$ cat src/include/rbs_pkg.sv
`default_nettype none
package rbs_pkg;

    // reference clock cycles the core stays halted while the pll locks
    localparam int unsigned LOCK_CYCLES   = 4096;
    localparam logic [31:0] RESET_VECTOR  = 32'h0009_0000;

    localparam int unsigned BOOT_W        = 3;
    localparam int unsigned RATIO_W       = 6;

    // clock configuration strap encodings
    localparam logic [1:0] CLK_CFG_6      = 2'h0;
    localparam logic [1:0] CLK_CFG_32     = 2'h1;
    localparam logic [1:0] CLK_CFG_16     = 2'h2;
    localparam logic [1:0] CLK_CFG_RSVD   = 2'h3;

    // core to reference clock ratios
    localparam logic [5:0] RATIO_6        = 6'h06;
    localparam logic [5:0] RATIO_32       = 6'h20;
    localparam logic [5:0] RATIO_16       = 6'h10;
    localparam logic [5:0] RATIO_NONE     = 6'h00;

    // reset values
    localparam logic [2:0] BOOT_MODE_RST  = 3'h0;
    localparam logic       PIN_LVL_RST    = 1'b0;
    localparam logic       PIN_OE_RST     = 1'b1;

    typedef enum logic [1:0] {
        ST_LOCK   = 2'b00,
        ST_FETCH  = 2'b01,
        ST_RUN    = 2'b11,
        ST_RUNRST = 2'b10
    } rbs_state_t;

    typedef struct packed {
        logic [BOOT_W-1:0]  boot_mode;
        logic [RATIO_W-1:0] clk_ratio;
        logic               ratio_rsvd;
    } rbs_cfg_t;

endpackage
`default_nettype wire

$ cat src/rtl/rbs_lock_counter.sv
`timescale 1ns/1ps
`default_nettype none
module rbs_lock_counter
    import rbs_pkg::*;
#(
    parameter int unsigned CYCLES = LOCK_CYCLES
) (
    input  wire logic clk_in,
    input  wire logic rst_in,
    input  wire logic clear_in,
    output var  logic done_out
);

    localparam int unsigned CW = $clog2(CYCLES + 1);
    localparam logic [CW-1:0] LAST = CW'(CYCLES - 1);

    logic [CW-1:0] cnt_ff;

    // counter parks at its last value so done stays high until cleared
    always_ff @(posedge clk_in or posedge rst_in) begin
        if (rst_in) begin
            cnt_ff <= '0;
        end else if (clear_in) begin
            cnt_ff <= '0;
        end else if (cnt_ff != LAST) begin
            cnt_ff <= cnt_ff + CW'(1);
        end
    end

    always_ff @(posedge clk_in or posedge rst_in) begin
        if (rst_in) begin
            done_out <= 1'b0;
        end else begin
            done_out <= !clear_in && (cnt_ff == LAST);
        end
    end

endmodule
`default_nettype wire

$ cat src/rtl/rbs_sequencer.sv
`timescale 1ns/1ps
`default_nettype none
module rbs_sequencer
    import rbs_pkg::*;
#(
    parameter int unsigned LOCK_CNT = LOCK_CYCLES,
    parameter logic [31:0] VECTOR   = RESET_VECTOR
) (
    input  wire logic              CLK_SYS_IN,
    input  wire logic              RST_IN,
    input  wire logic [BOOT_W-1:0] BOOT_CFG_IN,
    input  wire logic [1:0]        CLK_CFG_IN,
    input  wire logic              RUNNING_RESET_CONTROL_IN,
    input  wire logic              RESET_PIN_IN,
    output var  logic              RESET_PIN_OUT,
    output var  logic              RESET_PIN_OE_OUT,
    output var  logic              CORE_RESET_OUT,
    output var  logic              FETCH_START_OUT,
    output var  logic [31:0]       FETCH_ADDR_OUT,
    output var  rbs_cfg_t          CFG_OUT
);

    function automatic logic [RATIO_W-1:0] ratio_of(input logic [1:0] code);
        logic [RATIO_W-1:0] r;
        r = RATIO_NONE;
        unique case (code)
            CLK_CFG_6:    r = RATIO_6;
            CLK_CFG_32:   r = RATIO_32;
            CLK_CFG_16:   r = RATIO_16;
            CLK_CFG_RSVD: r = RATIO_NONE;
        endcase
        return r;
    endfunction

    rbs_state_t state_ff;
    rbs_state_t nxt_state;
    logic       lock_done;
    logic       role_in_ff;
    logic       straps_taken_ff;
    logic       run_reset_req;

    // one register per field so each concern keeps its own process
    logic [RATIO_W-1:0] ratio_ff;
    logic               ratio_rsvd_ff;
    logic [BOOT_W-1:0]  boot_mode_ff;

    assign CFG_OUT = '{boot_mode: boot_mode_ff, clk_ratio: ratio_ff, ratio_rsvd: ratio_rsvd_ff};

    rbs_lock_counter #(
        .CYCLES   (LOCK_CNT)
    ) u_lock (
        .clk_in   (CLK_SYS_IN),
        .rst_in   (RST_IN),
        .clear_in (state_ff != ST_LOCK),
        .done_out (lock_done)
    );

    // pin is active low; only listened to in its input role
    assign run_reset_req = role_in_ff && !RESET_PIN_IN;

    always_comb begin
        nxt_state = state_ff;
        unique case (state_ff)
            ST_LOCK: begin
                if (lock_done) begin
                    nxt_state = ST_FETCH;
                end
            end
            ST_FETCH: begin
                nxt_state = ST_RUN;
            end
            ST_RUN: begin
                if (run_reset_req) begin
                    nxt_state = ST_RUNRST;
                end
            end
            ST_RUNRST: begin
                // no pll relock: the reference clock kept running
                if (!run_reset_req) begin
                    nxt_state = ST_FETCH;
                end
            end
        endcase
    end

    always_ff @(posedge CLK_SYS_IN or posedge RST_IN) begin
        if (RST_IN) begin
            state_ff <= ST_LOCK;
        end else begin
            state_ff <= nxt_state;
        end
    end

    always_ff @(posedge CLK_SYS_IN or posedge RST_IN) begin
        if (RST_IN) begin
            CORE_RESET_OUT <= 1'b1;
        end else begin
            CORE_RESET_OUT <= (nxt_state == ST_LOCK) || (nxt_state == ST_RUNRST);
        end
    end

    always_ff @(posedge CLK_SYS_IN or posedge RST_IN) begin
        if (RST_IN) begin
            FETCH_START_OUT <= 1'b0;
            FETCH_ADDR_OUT  <= 32'h0000_0000;
        end else begin
            FETCH_START_OUT <= (nxt_state == ST_FETCH);
            FETCH_ADDR_OUT  <= VECTOR;
        end
    end

    // role changes only outside hardware reset; the control input is synchronous
    always_ff @(posedge CLK_SYS_IN or posedge RST_IN) begin
        if (RST_IN) begin
            role_in_ff <= 1'b0;
        end else begin
            role_in_ff <= RUNNING_RESET_CONTROL_IN;
        end
    end

    always_ff @(posedge CLK_SYS_IN or posedge RST_IN) begin
        if (RST_IN) begin
            RESET_PIN_OE_OUT <= PIN_OE_RST;
            RESET_PIN_OUT    <= PIN_LVL_RST;
        end else begin
            RESET_PIN_OE_OUT <= !RUNNING_RESET_CONTROL_IN;
            RESET_PIN_OUT    <= (nxt_state == ST_FETCH) || (nxt_state == ST_RUN);
        end
    end

    // straps cannot be caught under the async reset, so the first clocked cycle takes them
    always_ff @(posedge CLK_SYS_IN or posedge RST_IN) begin
        if (RST_IN) begin
            straps_taken_ff <= 1'b0;
            ratio_ff        <= RATIO_NONE;
            ratio_rsvd_ff   <= 1'b0;
        end else if (!straps_taken_ff) begin
            straps_taken_ff <= 1'b1;
            ratio_ff        <= ratio_of(CLK_CFG_IN);
            ratio_rsvd_ff   <= (CLK_CFG_IN == CLK_CFG_RSVD);
        end
    end

    // boot mode is sampled at every core release, hardware or running reset
    always_ff @(posedge CLK_SYS_IN or posedge RST_IN) begin
        if (RST_IN) begin
            boot_mode_ff <= BOOT_MODE_RST;
        end else if (nxt_state == ST_FETCH) begin
            boot_mode_ff <= BOOT_CFG_IN;
        end
    end

    // helper: cycles spent in the lock state
    logic [15:0] hold_cnt_ff;

    always_ff @(posedge CLK_SYS_IN or posedge RST_IN) begin
        if (RST_IN) begin
            hold_cnt_ff <= 16'h0000;
        end else if (state_ff == ST_LOCK) begin
            hold_cnt_ff <= hold_cnt_ff + 16'h0001;
        end
    end

    AST_LOCK_MIN: assert property (@(posedge CLK_SYS_IN) disable iff (RST_IN)
        (state_ff == ST_LOCK && nxt_state == ST_FETCH) |-> (hold_cnt_ff >= 16'(LOCK_CNT)))
        else $error("core released before lock interval");

    AST_LOCK_MAX: assert property (@(posedge CLK_SYS_IN) disable iff (RST_IN)
        (state_ff == ST_LOCK) |-> (hold_cnt_ff <= 16'(LOCK_CNT + 1)))
        else $error("lock interval overran");

    AST_HALT_IN_LOCK: assert property (@(posedge CLK_SYS_IN) disable iff (RST_IN)
        (state_ff == ST_LOCK) |-> CORE_RESET_OUT)
        else $error("core not halted during lock");

    AST_FETCH_VECTOR: assert property (@(posedge CLK_SYS_IN) disable iff (RST_IN)
        $fell(CORE_RESET_OUT) |-> FETCH_START_OUT && FETCH_ADDR_OUT == VECTOR)
        else $error("release without fetch at reset vector");

    AST_FETCH_PULSE: assert property (@(posedge CLK_SYS_IN) disable iff (RST_IN)
        FETCH_START_OUT |=> !FETCH_START_OUT)
        else $error("fetch start longer than one cycle");

    AST_PIN_TRACKS: assert property (@(posedge CLK_SYS_IN) disable iff (RST_IN)
        RESET_PIN_OE_OUT |-> (RESET_PIN_OUT == !CORE_RESET_OUT))
        else $error("reset output does not follow core halt");

    AST_ROLE_SWITCH: assert property (@(posedge CLK_SYS_IN) disable iff (RST_IN)
        RUNNING_RESET_CONTROL_IN |=> !RESET_PIN_OE_OUT)
        else $error("pin still driven in input role");

    AST_RUNRST_HALT: assert property (@(posedge CLK_SYS_IN) disable iff (RST_IN)
        (state_ff == ST_RUN && role_in_ff && !RESET_PIN_IN) |=> CORE_RESET_OUT && (state_ff == ST_RUNRST))
        else $error("running reset ignored");

    AST_FETCH_AFTER_HALT: assert property (@(posedge CLK_SYS_IN) disable iff (RST_IN)
        FETCH_START_OUT |-> $past(CORE_RESET_OUT))
        else $error("fetch started without a preceding halt");

    AST_PIN_LOW_IN_LOCK: assert property (@(posedge CLK_SYS_IN) disable iff (RST_IN)
        (state_ff == ST_LOCK) |-> !RESET_PIN_OUT)
        else $error("reset output released during lock");

    AST_BOOT_MODE: assert property (@(posedge CLK_SYS_IN) disable iff (RST_IN)
        (nxt_state == ST_FETCH) |=> (CFG_OUT.boot_mode == $past(BOOT_CFG_IN)))
        else $error("boot mode not sampled at release");

    AST_RATIO: assert property (@(posedge CLK_SYS_IN) disable iff (RST_IN)
        (!straps_taken_ff && CLK_CFG_IN == CLK_CFG_32) |=> (CFG_OUT.clk_ratio == RATIO_32))
        else $error("clock ratio strap misdecoded");

    COV_BOOT: cover property (@(posedge CLK_SYS_IN) disable iff (RST_IN) $fell(CORE_RESET_OUT));
    COV_RUNRST: cover property (@(posedge CLK_SYS_IN) disable iff (RST_IN) state_ff == ST_RUNRST);
    COV_RSVD: cover property (@(posedge CLK_SYS_IN) disable iff (RST_IN) straps_taken_ff && ratio_rsvd_ff);
    COV_REBOOT: cover property (@(posedge CLK_SYS_IN) disable iff (RST_IN)
        state_ff == ST_RUNRST ##1 FETCH_START_OUT);

endmodule
`default_nettype wire

$ cat config.mk
export PLATFORM = sky130hd
export DESIGN_NAME = rbs_sequencer
export DESIGN_NICKNAME = d
export VERILOG_FILES = /design/src/include/rbs_pkg.sv /design/src/rtl/rbs_lock_counter.sv /design/src/rtl/rbs_sequencer.sv
export SDC_FILE = /design/constraint.sdc
export NUM_CORES = 1
export LEC_CHECK = 0
export BUFFER_PORTS_ARGS = -buffer_cell sky130_fd_sc_hd__buf_2
export CORE_MARGIN = 4
export CORE_UTILIZATION = 30
export DETAILED_ROUTE_END_ITERATION = 10
export GPL_TIMING_DRIVEN = 0
export PLACE_DENSITY_LB_ADDON = 0.08
export SLEW_MARGIN = 20
export SYNTH_ARGS = -nofsm -noshare
export SYNTH_HDL_FRONTEND = slang
export SYNTH_SLANG_ARGS = --single-unit
$ cat constraint.sdc
create_clock -name CLK_SYS_IN -period 1.7 [get_ports CLK_SYS_IN]
set_input_delay 0.34 -clock CLK_SYS_IN [delete_from_list [all_inputs] [get_ports CLK_SYS_IN]]
set_output_delay 0.34 -clock CLK_SYS_IN [all_outputs]
set_load 0.01 [all_outputs]
==> impl_metrics.json <==
{
  "status": "completed",
  "post-dp-hpwl_um": 2210,
  "seq_area_um2": 732,
  "clkPwrFrac": 0.386,
  "drtPass1Iterations": 4,
  "cts_tree": "yes",
  "boundaryPins": 55,
  "root_buffer": "clkbuf_8",
  "crit-reg2reg-launch": "u_lock.cnt_ff[0]",
  "cp.depth": 6,
  "grt_max_degree": 30,
  "place_congestion": 0.740,
  "final_util": 0.413,
  "clk_pin_slew_ns": 0.06,
  "clkLatencyLatePin_ns": 0.27,
  "die_y_um": 78.6,
  "avgViaCountPerCell": 4.05,
  "ys_types": 33,
  "area_growth_pct": 32.0,
  "ys_warn_count": 0,
  "dieArea_um2": 6180,
  "final_max_slew_viol_count": 0,
  "critPathTopFamily": "simple AND/OR/NAND/NOR gates",
  "ff2ff_path_depth": 6,
  "dp_worst_setup_slack_ns": -0.121,
  "powerDensity_nw_per_um2": 721,
  "start_util": 0.312,
  "antenna_found_initial": 0,
  "synthArstFlopShare": 1.00,
  "period_share": 0.957,
  "synthTopCellsByArea": "dfrtp_1 (45%), buf_4 (18%), dfstp_2 (3.5%)",
  "r2r_slack_ns": 0.07,
  "critPathBufInv": 1,
  "synth_top_area_cell": "dfrtp_1",
  "fin_nets": 223,
  "routed-via-count": 1134,
  "drive_gt1_frac": 0.432,
  "nFillCells": 475,
  "critPathLaunchType": "flop",
  "grt_pass1_vias": 1068,
  "switching_share": 0.224,
  "wl_per_cell_um": 10.4,
  "fmax_mhz": 615,
  "tightest_slew_ns": 0.584,
  "syn_area_um2": 1500,
  "max-clock-path-buffers": 2,
  "hold_viol": 0,
  "synth_top_area_frac": 0.452,
  "die_w_um": 78.6,
  "route.detailed.drc": 0,
  "p_int_mw": 1.11,
  "cts_buffers": 5,
  "worstReg2RegEnd": "u_lock.cnt_ff[11]",
  "min_period_ns": 1.63,
  "ant_nets": 0,
  "max_slew_margin": 0.610,
  "avgSynthCellArea_um2": 10.2,
  "power_frac_seq": 0.502,
  "combPwrFrac": 0.112,
  "stdcell_count": 280,
  "setup_viol": 0,
  "cap_violations": 0,
  "slowest_delay_ns": 0.52,
  "cp.required_ns": 1.91,
  "critPathMaxFanout": 6,
  "hold_path_class": "input port to asynchronous set/reset pin",
  "placed_cells": 267,
  "netlist_top_cells_count": "buf_4 (36), dfrtp_1 (27), inv_1 (8), nand2_1 (8), nor2_1 (8)",
  "routed_wl_um": 2900,
  "grt_usage": 0.101,
  "crit_slowest_cell": "or4_4",
  "grt-ovfl-total": 0,
  "critPathKind": "flop to flop",
  "ys_ff_latch": 29,
  "worstSetupEndpoint": "u_lock.cnt_ff[11]",
  "h-tree-depth": 2,
  "grt_pass1_wl_um": 4920,
  "critPathCaptureType": "flop",
  "power_switching_mw": 0.319,
  "path_cells": "ha_4 -> nand4_1 -> buf_4 -> nor3_4 -> or4_4 -> a21oi_2",
  "synth_ff_type": "dfrtp_1",
  "finalClockSkew_ns": 0.00865,
  "ctsHoldBuffers": 0,
  "fin_hold_ws_ns": 0.127,
  "ir_worst_vdd_uv": 455,
  "fp-row-count": 25,
  "startpoint": "u_lock.cnt_ff[0]",
  "critPathArrivalTime_ns": 1.83,
  "fin_ws_ns": 0.0729,
  "port_buffers": 22,
  "power.total_mw": 1.42,
  "coreArea_um2": 4790,
  "synth.most_common_cell": "buf_4",
  "synth-edff-count": 0,
  "clock_sinks": 29,
  "synthCells": 147,
  "seq_area_frac_synth": 0.487,
  "multi_input_area_um2": 607,
  "drt_iter0_drc": 84,
  "insertedDiodeCount": 0,
  "power.leakage_nw": 1.06
}
[registers in the layout (all words and copies together), names as in the netlist]
signal and cells:
boot_mode_ff 3, ratio_rsvd_ff 1, RESET_PIN_OUT 1, role_in_ff 1, RESET_PIN_OE_OUT 1, u_lock.cnt_ff 13, CORE_RESET_OUT 1, straps_taken_ff 1
u_lock.done_out 1, FETCH_START_OUT 1, ratio_ff 3, state_ff 2
[metal layers]
metal  track usage  wire length, um
met1         0.118             1200
met2         0.160             1440
met3        0.0516              228
met4        0.0315               22
met5             0                0
[cell families after synthesis]
| kind of cell | after synthesis | synth area share |
|---|---|---|
| compound gates | 23 | 0.0954 |
| fa+ha+maj | 1 | 0.00837 |
| mux | 4 | 0.0293 |
| simple gates | 40 | 0.156 |
| flops | 29 | 0.487 |
| xor+xnor | 2 | 0.0117 |
| buf+inv | 46 | 0.208 |
| other cells | 2 | 0.00502 |
[cell type report]
cell class,count,share of cell area
Sequential cell,29,0.371
Multi-Input combinational cell,103,0.307
Buffer,38,0.142
Timing Repair Buffer,28,0.0786
Clock buffer,7,0.0437
Tap cell,67,0.0425
Inverter,8,0.0152
[cells in the final DEF (no fill, tap or decap), types with 2 or more instances in the layout]
cell type	count
dfrtp_1	24
a31oi_1	3
inv_1	7
a21oi_1	6
nand4_1	3
mux2_2	3
nand2b_1	3
o31ai_1	5
dfrtp_2	3
buf_2	23
nor3_1	5
o21ai_0	4
nand2_1	8
or4_1	2
nor2_1	7
dfstp_2	2
conb_1	33
xor2_1	2
clkbuf_8	6
buf_4	42
[repair_timing]
action | in CTS | in global routing
endpoints found under the setup margin | 5 | 7
pin swaps | 1 | 3
gates resized for setup | 2 | 9
endpoints found under the hold margin | 0 | 0
cloned | 0 | 0
setup buffers | 1 | 5
[stage by stage]
step / TNS (ns) / cell area [um^2]
finish: 0 / 1970
global placement: -0.257 / 1810
floorplan: 0 / 1610
global route: -0.0435 / 1970
CTS: -0.000911 / 1910
detailed placement: -0.324 / 1810
[power groups by stage]
stage	sequential (mW)	clock [mW]	combinational (mW)
6_report	0.716	0.550	0.159
5_1_grt	0.717	0.615	0.178
4_1_cts	0.715	0.573	0.157
3_5_place_dp	0.727	0	0.157
3_3_place_gp	0.727	0	0.156
2_1_floorplan	0.732	0	0.118
[worst min path at each step]
stage,endpoint,slack (ns),depth (start not counted)
CTS,role_in_ff,0.18,1
finish,u_lock.cnt_ff[11],0.13,2
floorplan,RESET_PIN_OE_OUT,0.37,1
global route,RESET_PIN_OUT,0.17,2
detailed placement,ratio_ff[4],0.47,2
global placement,role_in_ff,0.46,1
(Power assumes the default switching activity.)
